**src/core/spi_cfg_defines.svh**
```systemverilog
// constants for the serial-port configuration register bank
// assumes a 15-bit byte address and 8-bit serial data frames
`ifndef SPI_CFG_DEFINES_SVH
`define SPI_CFG_DEFINES_SVH

// register byte addresses
`define OFS_IFACE_CFG 15'h0000
`define OFS_DEV_STATE 15'h0002
`define OFS_MAKER_LO 15'h000c
`define OFS_MAKER_HI 15'h000d
`define OFS_USER_OPTS 15'h0010

// interface configuration fields
`define CFG_SOFT_RESET_BIT 7
`define CFG_ASCEND_BIT 5
`define CFG_OUT_ONLY_BIT 4
`define CFG_WRITE_MASK 8'h6f
`define CFG_FIXED_ONES 8'h10

// reset values
`define IFACE_CFG_RESET 8'h30
`define DEV_STATE_RESET 8'h00
`define USER_OPTS_RESET 8'h00

// device state field
`define DEV_MODE_MSB 1
`define DEV_MODE_POWER_DOWN 2'h3

// user options field
`define OPT_ADDR_HOLD_BIT 0

// header framing: bit 15 is read/write, 14:0 the address
`define HDR_BITS 5'h10
`define HDR_LAST 5'h0f
`define HDR_RW_BIT 15
`define RW_READ 1'h1
`define BYTE_LAST 5'h07
`define BIT_CNT_ZERO 5'h00

// soft reset quiet window
`define SOFT_RESET_NS 750
`define CLK_PERIOD_NS 20
`define SOFT_RESET_CYCLES ((`SOFT_RESET_NS + `CLK_PERIOD_NS - 1) / `CLK_PERIOD_NS)

`endif

```
**src/core/spi_cfg_pkg.sv**
```systemverilog
// types shared by the serial-port configuration register bank
// assumes nothing beyond the defines header
package spi_cfg_pkg;

  // decoded frame header
  typedef struct packed {
    logic rw;
    logic [14:0] addr;
  } frame_header_t;

  // serial pins seen by the device
  typedef struct packed {
    logic sclk;
    logic scs_n;
    logic sdi;
  } serial_pins_t;

  // shifter phase, one-hot
  typedef enum logic [2:0] {
    PH_IDLE = 3'b001,
    PH_HEADER = 3'b010,
    PH_DATA = 3'b100
  } shift_phase_t;

endpackage

```
**src/core/serial_frame_shifter.sv**
```systemverilog
// serial frame shifter: header capture, byte receive and transmit
// assumes serial pins synchronous to core_clk_i and sclk well below core_clk_i / 4
`timescale 1ns/100ps
`include "spi_cfg_defines.svh"

module serial_frame_shifter
(
  input wire logic core_clk_i,
  input wire logic rst_i,
  input wire logic hold_i,
  input spi_cfg_pkg::serial_pins_t pins_i,
  input wire logic [7:0] tx_byte_i,
  output spi_cfg_pkg::frame_header_t header_o,
  output logic header_valid_o,
  output logic [7:0] rx_byte_o,
  output logic rx_valid_o,
  output logic dout_o,
  output logic dout_oe_o
);

  spi_cfg_pkg::shift_phase_t phase;
  logic sclk_last;
  logic [4:0] bit_cnt;
  logic [15:0] shift_in;
  logic [7:0] shift_out;

  // edge detection on the serial clock while selected
  wire active = !pins_i.scs_n && !hold_i;
  wire rise = active && pins_i.sclk && !sclk_last;
  wire fall = active && !pins_i.sclk && sclk_last;
  wire [15:0] next_shift_in = {shift_in[14:0], pins_i.sdi};
  wire in_data = (phase == spi_cfg_pkg::PH_DATA);
  wire hdr_done = rise && !in_data && (bit_cnt == `HDR_LAST);
  wire byte_done = rise && in_data && (bit_cnt == `BYTE_LAST);
  wire [4:0] next_bit_cnt = (hdr_done || byte_done) ? `BIT_CNT_ZERO :
                            rise ? bit_cnt + 5'h01 : bit_cnt;

  // bit counting and phase tracking
  always_ff @(posedge core_clk_i or posedge rst_i)
  begin
    if (rst_i)
    begin
      phase <= spi_cfg_pkg::PH_IDLE;
      bit_cnt <= `BIT_CNT_ZERO;
      sclk_last <= 1'b0;
      shift_in <= 16'h0000;
    end
    else
    begin
      sclk_last <= pins_i.sclk;
      if (!active)
      begin
        phase <= spi_cfg_pkg::PH_IDLE;
        bit_cnt <= `BIT_CNT_ZERO;
      end
      else
      begin
        case (phase)
          spi_cfg_pkg::PH_IDLE,
          spi_cfg_pkg::PH_HEADER:
            phase <= hdr_done ? spi_cfg_pkg::PH_DATA : spi_cfg_pkg::PH_HEADER;
          spi_cfg_pkg::PH_DATA:
            phase <= spi_cfg_pkg::PH_DATA;
          default:
            phase <= spi_cfg_pkg::PH_IDLE;
        endcase
        bit_cnt <= next_bit_cnt;
        if (rise)
          shift_in <= next_shift_in;
      end
    end
  end

  // header and received byte strobes
  always_ff @(posedge core_clk_i or posedge rst_i)
  begin
    if (rst_i)
    begin
      header_o <= '0;
      header_valid_o <= 1'b0;
      rx_byte_o <= 8'h00;
      rx_valid_o <= 1'b0;
    end
    else
    begin
      header_valid_o <= hdr_done;
      rx_valid_o <= byte_done;
      if (hdr_done)
        header_o <= next_shift_in;
      if (byte_done)
        rx_byte_o <= next_shift_in[7:0];
    end
  end

  // read data leaves msb first, changing on the falling edge
  always_ff @(posedge core_clk_i or posedge rst_i)
  begin
    if (rst_i)
    begin
      shift_out <= 8'h00;
      dout_o <= 1'b0;
      dout_oe_o <= 1'b0;
    end
    else
    begin
      dout_oe_o <= active;
      if (!active)
        dout_o <= 1'b0;
      else if (fall && in_data && bit_cnt == `BIT_CNT_ZERO)
      begin
        dout_o <= tx_byte_i[7];
        shift_out <= {tx_byte_i[6:0], 1'b0};
      end
      else if (fall && in_data)
      begin
        dout_o <= shift_out[7];
        shift_out <= {shift_out[6:0], 1'b0};
      end
    end
  end

endmodule

```
**src/core/serial_port_config_registers.sv**
```systemverilog
// serial-port configuration register bank with soft reset and streaming
// assumes a host that keeps the serial pins synchronous to core_clk_i
`timescale 1ns/100ps
`include "spi_cfg_defines.svh"

module serial_port_config_registers
#(
  parameter logic [15:0] MAKER_CODE = 16'h5a3c, // arbitrary value
  parameter int SOFT_RESET_CYCLES = `SOFT_RESET_CYCLES
)
(
  input wire logic core_clk_i,
  input wire logic rst_i,
  input wire logic sclk_i,
  input wire logic scs_n_i,
  input wire logic sdi_i,
  output logic serial_data_output_o,
  output logic serial_data_output_oe_o,
  output logic chip_soft_reset_o,
  output logic power_down_o
);

  spi_cfg_pkg::frame_header_t header;
  spi_cfg_pkg::serial_pins_t pins;
  logic header_valid;
  logic [7:0] rx_byte;
  logic rx_valid;
  logic [7:0] interface_configuration;
  logic [7:0] device_operating_state;
  logic [7:0] user_streaming_options;
  logic [14:0] cur_addr;
  logic cur_rw;
  logic [5:0] soft_cnt;

  // register read decode; bit 7 of config always reads back 0
  function automatic logic [7:0] read_reg(input logic [14:0] addr, input logic [7:0] cfg,
                                          input logic [7:0] dev, input logic [7:0] usr);
    logic [7:0] val;
    val = 8'h00;
    case (addr)
      `OFS_IFACE_CFG: val = cfg | `CFG_FIXED_ONES;
      `OFS_DEV_STATE: val = dev;
      `OFS_MAKER_LO: val = MAKER_CODE[7:0];
      `OFS_MAKER_HI: val = MAKER_CODE[15:8];
      `OFS_USER_OPTS: val = usr;
      default: val = 8'h00;
    endcase
    return val;
  endfunction

  // streaming address step
  function automatic logic [14:0] step_addr(input logic [14:0] addr, input logic hold,
                                            input logic up);
    logic [14:0] res;
    res = addr;
    if (hold)
      res = addr;
    else if (up)
      res = addr + 15'h0001;
    else
      res = addr - 15'h0001;
    return res;
  endfunction

  assign pins = '{sclk: sclk_i, scs_n: scs_n_i, sdi: sdi_i};

  // write decode and soft reset request
  wire soft_active = (soft_cnt != 6'h00);
  wire wr_en = rx_valid && (cur_rw != `RW_READ);
  wire wr_cfg = wr_en && (cur_addr == `OFS_IFACE_CFG);
  wire wr_dev = wr_en && (cur_addr == `OFS_DEV_STATE);
  wire wr_usr = wr_en && (cur_addr == `OFS_USER_OPTS);
  wire soft_req = wr_cfg && rx_byte[`CFG_SOFT_RESET_BIT];
  wire soft_clear = soft_req || soft_active;
  wire [5:0] next_soft_cnt = soft_req ? 6'(SOFT_RESET_CYCLES) :
                             soft_active ? soft_cnt - 6'h01 : 6'h00;
  wire [7:0] next_cfg = (rx_byte & `CFG_WRITE_MASK) | `CFG_FIXED_ONES;
  wire [7:0] tx_byte = read_reg(cur_addr, interface_configuration,
                                device_operating_state, user_streaming_options);
  wire [14:0] next_addr = step_addr(cur_addr, user_streaming_options[`OPT_ADDR_HOLD_BIT],
                                    interface_configuration[`CFG_ASCEND_BIT]);

  // frame engine; held idle through the soft reset window
  serial_frame_shifter u_shifter
  (
    .core_clk_i(core_clk_i),
    .rst_i(rst_i),
    .hold_i(soft_clear),
    .pins_i(pins),
    .tx_byte_i(tx_byte),
    .header_o(header),
    .header_valid_o(header_valid),
    .rx_byte_o(rx_byte),
    .rx_valid_o(rx_valid),
    .dout_o(serial_data_output_o),
    .dout_oe_o(serial_data_output_oe_o)
  );

  // soft reset window counter
  always_ff @(posedge core_clk_i or posedge rst_i)
  begin
    if (rst_i)
      soft_cnt <= 6'h00;
    else
      soft_cnt <= next_soft_cnt;
  end

  // configuration registers
  always_ff @(posedge core_clk_i or posedge rst_i)
  begin
    if (rst_i)
    begin
      interface_configuration <= `IFACE_CFG_RESET;
      device_operating_state <= `DEV_STATE_RESET;
      user_streaming_options <= `USER_OPTS_RESET;
    end
    else if (soft_clear)
    begin
      interface_configuration <= `IFACE_CFG_RESET;
      device_operating_state <= `DEV_STATE_RESET;
      user_streaming_options <= `USER_OPTS_RESET;
    end
    else
    begin
      if (wr_cfg)
        interface_configuration <= next_cfg;
      if (wr_dev)
        device_operating_state <= rx_byte;
      if (wr_usr)
        user_streaming_options <= rx_byte;
    end
  end

  // current address: loaded from the header, stepped after each byte
  always_ff @(posedge core_clk_i or posedge rst_i)
  begin
    if (rst_i)
    begin
      cur_addr <= 15'h0000;
      cur_rw <= 1'b0;
    end
    else if (header_valid)
    begin
      cur_addr <= header.addr;
      cur_rw <= header.rw;
    end
    else if (rx_valid)
      cur_addr <= next_addr;
  end

  // device-level outputs
  always_ff @(posedge core_clk_i or posedge rst_i)
  begin
    if (rst_i)
    begin
      chip_soft_reset_o <= 1'b0;
      power_down_o <= 1'b0;
    end
    else
    begin
      chip_soft_reset_o <= (next_soft_cnt != 6'h00);
      power_down_o <= (device_operating_state[`DEV_MODE_MSB:0] == `DEV_MODE_POWER_DOWN);
    end
  end

endmodule

```
**config.mk**
```make
export PLATFORM = sky130hd
export DESIGN_NAME = serial_port_config_registers
export DESIGN_NICKNAME = d
export VERILOG_FILES = /design/src/core/spi_cfg_pkg.sv /design/src/core/serial_frame_shifter.sv /design/src/core/serial_port_config_registers.sv
export VERILOG_INCLUDE_DIRS = /design/src /design/src/core
export SDC_FILE = /design/constraint.sdc
export NUM_CORES = 1
export LEC_CHECK = 0
export ABC_AREA = 1
export BUFFER_PORTS_ARGS = -buffer_cell sky130_fd_sc_hd__buf_2
export CAP_MARGIN = 20
export CORE_ASPECT_RATIO = 1.75
export CORE_MARGIN = 4
export CORE_UTILIZATION = 60
export CTS_BUF_LIST = sky130_fd_sc_hd__clkbuf_8 sky130_fd_sc_hd__clkbuf_16
export CTS_CLUSTER_SIZE = 14
export DETAILED_ROUTE_END_ITERATION = 8
export HOLD_SLACK_MARGIN = 0.05
export PLACE_DENSITY = 0.77
export SYNTH_ARGS = -nofsm -noshare
export SYNTH_HDL_FRONTEND = slang
export SYNTH_HIERARCHICAL = 1
export SYNTH_SLANG_ARGS = --single-unit
```
**constraint.sdc**
```tcl
create_clock -name core_clk_i -period 2.5 [get_ports core_clk_i]
set_input_delay 0.5 -clock core_clk_i [delete_from_list [all_inputs] [get_ports core_clk_i]]
set_output_delay 0.5 -clock core_clk_i [all_outputs]
set_load 0.03 [all_outputs]
```
==> results of run 1 <==
==> routing by layer <==
layer,vias up,global-route usage [%]
met5,-,0
met4,0,9.46
met3,25,4.10
met2,100,42.1
met1,2329,31.7
li1,2421,-
==> area by class of cell <==
type | instances | area [um^2] | area share, %
Multi-Input combinational cell | 509 | 2620 | 41.6
Tap cell | 122 | 153 | 2.42
Timing Repair Buffer | 22 | 158 | 2.50
Sequential cell | 105 | 2630 | 41.8
Clock buffer | 10 | 239 | 3.80
Clock inverter | 6 | 58.8 | 0.934
Inverter | 116 | 440 | 7.00
==> metrics by stage <==
step	cells	hold WS [ns]	util [%]	setup WS [ns]	instance area, um^2
5_1_grt	890	0.295	66.5	0.000711	6300
6_report	890	0.262	66.5	0.134	6300
3_5_place_dp	870	0.465	62.9	-0.0416	5960
3_3_place_gp	870	0.459	62.9	0.0951	5960
2_1_floorplan	749	0.442	-	0.258	5810
4_1_cts	886	0.262	66.1	0.0597	6260
==> timing repair <==
action | CTS | global route
endpoints found under the setup margin | 16 | 33
pin swaps | 0 | 3
setup buffers | 0 | 4
hold buffers | 0 | 0
resized for setup | 1 | 3
==> placed cells by master (no fill, tap or decap), types with 5 or more instances in the layout <==
master                        n
sky130_fd_sc_hd__a22o_1       5
sky130_fd_sc_hd__inv_1      108
sky130_fd_sc_hd__xor2_1       5
sky130_fd_sc_hd__inv_2        8
sky130_fd_sc_hd__buf_4       13
sky130_fd_sc_hd__o21ai_0     44
sky130_fd_sc_hd__nor2_1      60
sky130_fd_sc_hd__nand3_1     45
sky130_fd_sc_hd__o21ai_1     15
sky130_fd_sc_hd__a21oi_1     10
sky130_fd_sc_hd__dfrtp_1    103
sky130_fd_sc_hd__o21ai_2     15
sky130_fd_sc_hd__nor2_2       7
sky130_fd_sc_hd__ha_1        17
sky130_fd_sc_hd__clkbuf_16    9
sky130_fd_sc_hd__buf_2        8
sky130_fd_sc_hd__o211ai_1     5
sky130_fd_sc_hd__nand4_1     34
sky130_fd_sc_hd__nand2_1    220
==> worst min path at each step <==
stage	start	to	slack (ns)
finish	rst_i	u_shifter/shift_in[13]	0.26
global route	rst_i	u_shifter/header_o[14]	0.29
CTS	rst_i	u_shifter/header_o[14]	0.26
detailed placement	u_shifter/shift_out[1]	u_shifter/shift_out[1]	0.47
global placement	u_shifter/shift_out[1]	u_shifter/shift_out[1]	0.46
floorplan	u_shifter/header_o[15]	u_shifter/header_o[15]	0.44
==> cells by family (layout without fill, tap and decap cells) <==
kind of cell,after synthesis,count (layout),share of synthesized area [%]
buf+inv,135,154,9.78
fa+ha+maj,18,18,4.01
compound gates,99,99,10.3
simple gates,386,386,29.8
xor+xnor,6,6,0.905
flops,105,105,45.3
==> registers in the layout, indices dropped and copies added (netlist names), 3 cells and up <==
signal / flops
cur_addr: 15
interface_configuration: 6
device_operating_state: 8
u_shifter/phase: 3
u_shifter/shift_in: 15
u_shifter/rx_byte_o: 8
u_shifter/header_o: 16
soft_cnt: 6
u_shifter/shift_out: 7
u_shifter/bit_cnt: 5
user_streaming_options: 8
==> power by group <==
part | leakage (nW) | switching, mW | total, mW | internal (mW)
logic | 1.75 | 0.115 | 0.153 | 0.0379
registers | 1.45 | 0.0221 | 1.76 | 1.74
clock network | 0.151 | 0.587 | 1.38 | 0.798
total | 3.35 | 0.723 | 3.30 | 2.58
==> flow_summary.ini, run 1 <==
[run_status]
outcome = completed

[global_route]
grt-ovfl-total = 0
track_usage_pct = 25.1
grt_antenna_before_repair = 0
grt_pass1_wl_mm = 22.5
first_global_vias = 4795
grt_start_max_net_pins = 47

[synth]
synth-edff-count = 0
synth.most_common_cell = sky130_fd_sc_hd__nand2_1
syn_area_mm2 = 0.00581
yosysTopAreaCell = sky130_fd_sc_hd__dfrtp_1
postSynthNetCount = 772
post_synth_inst_count = 749
synth.top_cell.area_share_pct = 44.4
synth_seq_area_share_pct = 45.3
synth_area_leaders = sky130_fd_sc_hd__dfrtp_1 (44%), sky130_fd_sc_hd__nand2_1 (14%), sky130_fd_sc_hd__inv_1 (7.0%)
ys_dominant_reg_cell = sky130_fd_sc_hd__dfrtp_1
share_of_async_settable_or_async_resettable_flops_after_synthesis_pct = 100
syn-mean-instance-area_um2 = 7.75
yosys_register_bits = 105
synth.lib_cells_used.distinct = 38
yosys_warnings = 6
synth_common_cells = sky130_fd_sc_hd__nand2_1 (221), sky130_fd_sc_hd__inv_1 (108), sky130_fd_sc_hd__dfrtp_1 (103)

[detailed_routing]
drt_iter0_drc = 301
met2_wirelength_mm = 7.05
detail_route.wirelength.met1_mm = 5.35
vias_per_cell = 5.48
wl_per_cell_um = 14.7
route.antenna.remaining_nets = 0
drc = 0
totalWireLength_mm = 13.1
route.vias.total = 4875
dr_top_layer = met4
drtPass1Iterations = 7
met3_wirelength_um = 317

[setup_path]
endpoint_type_of_the_worst_setup_path = flop
cp_slowest_cell = sky130_fd_sc_hd__dfstp_2
crit_top_cell = sky130_fd_sc_hd__nand3_1
cp.arrival_ns = 2.59
worst-path-max-fanout = 14
reg2reg_depth = 9
crit_chain = inv_1 -> ha_1 -> nor2_1 -> a21oi_1 -> nand3_1 -> nand3_1 -> nand2_1 -> nand3_1 -> nand2_1
cp_data_required_time_ns = 2.72
r2r_end = cur_addr[11]
crit_type = reg2reg
cp_top_family = flip-flops
critPathBufInv = 1
timing.critical_path.to = cur_addr[11]
timing.reg2reg.setup_slack_ns = 0.13
critical_path_depth = 9
cpPeakStageDelay_ns = 0.61
rr_startpoint = interface_configuration[5]
critPathLaunchType = flop
worst_setup_path_startpoint = interface_configuration[5]

[hold_path]
worst_hold_path_type = in2async

[power_and_ir_drop]
report.power.total_mw = 3.30
vdd.ir_drop.worst_uv = 521
power.density_mw_per_mm2 = 524
total_leakage_power_nw = 3.35

[layout]
final.fill_count = 799
num-nets-final = 786
drive_above_1_share_pct = 11.1
insertedDiodeCount = 0
areaGrowthSynthToFinish_pct = 8.40

[timing]
worst-slew-pin-transition_ns = 0.633
period_minus_slack_ns = 2.37
fin_worst_skew_ns = 0.00524
max_freq_ghz = 0.423
max_slew_violation_total_from_the_final_report = 0
final.period_utilization_pct = 94.6
setup-tns-final_ns = 0
rsz0062_at_grt = false
finalSetupViolCount = 0
maxSlewHeadroom_pct = 57.7
finalHoldViolations = 0

[placed_design]
globalplace.congestion = 0.894
port_buffers = 8
detailedPlacementHpwl_mm = 9.80

[cts]
clk_pin_slew_ns = 0.07
cts.root.buffer_cell = sky130_fd_sc_hd__clkbuf_16
worstSkewPairLatency_ns = 0.34
tritoncts = done
cts.sinks = 105
ctsLongestPathBuffers = 2
htree_levels = 3
cts_made_buffers = 9

[floorplanning]
io_pins = 9
core_region_area_mm2 = 0.00947
rows = 47
initial_utilization_pct = 61.3
dieWidth_um = 82.4
floorplan.die_area_mm2 = 0.0114
die_h_um = 138

[flow_run]
drv_cap = 0
No activity file was read; power rests on OpenSTA's default activity.
==> run 2, diff against run 1 <==
MAX_ROUTING_LAYER = met4   (was default)
==> flow_summary.ini, run 2 (synthesis gave the netlist of run 1 again) <==
[floorplanning]
die_h_um = 138
initial_utilization_pct = 61.3
core_region_area_mm2 = 0.00947
floorplan.die_area_mm2 = 0.0114
rows = 47
io_pins = 9
dieWidth_um = 82.4

[detailed_routing]
route.antenna.remaining_nets = 0
drt_iter0_drc = 315
totalWireLength_mm = 13.0
route.vias.total = 4948
wl_per_cell_um = 14.7
drtPass1Iterations = 5
drc = 0
vias_per_cell = 5.58

[timing]
worst-slew-pin-transition_ns = 0.713
finalHoldViolations = 0
max_slew_violation_total_from_the_final_report = 0
rsz0062_at_grt = false
maxSlewHeadroom_pct = 52.5
max_freq_ghz = 0.418
layout_setup_ws_ns = 0.105
period_minus_slack_ns = 2.39
finalSetupViolCount = 0
fin_worst_skew_ns = 0.00812
final.period_utilization_pct = 95.8

[cts]
cts_hold_buf = 0
clk_pin_slew_ns = 0.07
htree_levels = 3
ctsLongestPathBuffers = 2
cts_made_buffers = 9
cts.sinks = 105
cts.root.buffer_cell = sky130_fd_sc_hd__clkbuf_16
worstSkewPairLatency_ns = 0.35
tritoncts = done

[setup_path]
timing.reg2reg.setup_slack_ns = 0.11
endpoint_type_of_the_worst_setup_path = flop
critPathLaunchType = flop
cp_slowest_cell = sky130_fd_sc_hd__dfstp_2
crit_type = reg2reg
reg2reg_depth = 9
worst-path-max-fanout = 14
crit_top_cell = sky130_fd_sc_hd__nand3_1
crit_chain = inv_1 -> ha_1 -> nor2_1 -> a21oi_1 -> nand3_1 -> nand3_1 -> nand2_1 -> nand3_1 -> nand2_1
cp_top_family = flip-flops
rr_startpoint = interface_configuration[5]
cpPeakStageDelay_ns = 0.62
r2r_end = cur_addr[11]
critPathBufInv = 1
cp.arrival_ns = 2.62
cp_data_required_time_ns = 2.73

[global_route]
grt_pass1_wl_mm = 22.4
track_usage_pct = 25.8
first_global_vias = 4865
grt-ovfl-total = 0
grt_antenna_before_repair = 0
grt_start_max_net_pins = 60

[layout]
mostFrequentLayoutCells = sky130_fd_sc_hd__nand2_1 (221), sky130_fd_sc_hd__inv_1 (108), sky130_fd_sc_hd__dfrtp_1 (103)
drive_above_1_share_pct = 10.8
largest_reg_flops = 16
areaGrowthSynthToFinish_pct = 7.50
final_core_util_pct = 65.9
mostFrequentLayoutCell = sky130_fd_sc_hd__nand2_1
top_register = u_shifter/header_o
insertedDiodeCount = 0
layout_top_registers = u_shifter/header_o: 16 flops, cur_addr: 15 flops, u_shifter/shift_in: 15 flops
num-nets-final = 783

[power_and_ir_drop]
power.density_mw_per_mm2 = 515
total_leakage_power_nw = 3.32
vdd.ir_drop.worst_uv = 437

[placed_design]
detailedPlacementHpwl_mm = 9.79
pre_cts_slack_ns = -0.0225
globalplace.congestion = 0.880
port_buffers = 8

[hold_path]
worst_hold_path_type = in2async

[run_status]
outcome = completed

[flow_run]
drv_cap = 0
-- run 2: routing by layer --
layer,up-vias,wire (um),track usage (%)
li1,2429,-,-
met1,2361,5190,30.9
met2,119,6950,42.5
met3,39,451,3.13
met4,0,435,11.2
met5,-,0,-
-- run 2: stage by stage --
stage / instances / cell area, um^2 / setup TNS, ns / hold slack, ns / power (mW)
2_1_floorplan: 749 / 5810 / 0 / 0.442 / 1.89
3_3_place_gp: 870 / 5940 / 0 / 0.460 / 1.93
3_5_place_dp: 870 / 5940 / -0.0509 / 0.470 / 1.94
4_1_cts: 886 / 6220 / 0 / 0.326 / 3.24
5_1_grt: 887 / 6240 / 0 / 0.323 / 3.33
6_report: 887 / 6240 / 0 / 0.298 / 3.21
-- run 2: worst max-delay path by stage --
stage / slack, ns / end / cells after the start / from
2_1_floorplan: 0.26 / u_shifter/header_o[7] / 15 / soft_cnt[0]
5_1_grt: 0.009 / u_shifter/header_o[0] / 13 / soft_cnt[0]
6_report: 0.11 / cur_addr[11] / 9 / interface_configuration[5]
3_5_place_dp: -0.02 / u_shifter/header_o[0] / 13 / soft_cnt[0]
3_3_place_gp: 0.09 / u_shifter/header_o[3] / 13 / soft_cnt[0]
4_1_cts: 0.08 / u_shifter/bit_cnt[0] / 13 / soft_cnt[0]
-- run 2: power by group --
| part | switching, mW | internal, mW |
|---|---|---|
| registers | 0.0215 | 1.74 |
| clock network | 0.610 | 0.697 |
| logic | 0.112 | 0.0335 |
| total | 0.743 | 2.47 |
-- run 2: cell type report --
cell class / instances / area (um^2)
Multi-Input combinational cell: 509 / 2620
Fill cell: 814 / 3220
Timing Repair Buffer: 19 / 123
Sequential cell: 105 / 2630
Clock buffer: 10 / 239
Tap cell: 122 / 153
Clock inverter: 6 / 36.3
Inverter: 116 / 440
-- run 2: tightest hold or removal path, cell delays in order --
cell	delay, ns
sky130_fd_sc_hd__buf_2	0.11
sky130_fd_sc_hd__inv_2	0.04
sky130_fd_sc_hd__buf_4	0.46
-- run 2: what timing repair did --
item	CTS	global route
buffers inserted	0	1
resized for setup	1	4
endpoints found under the setup margin	15	37
pin swaps	0	2
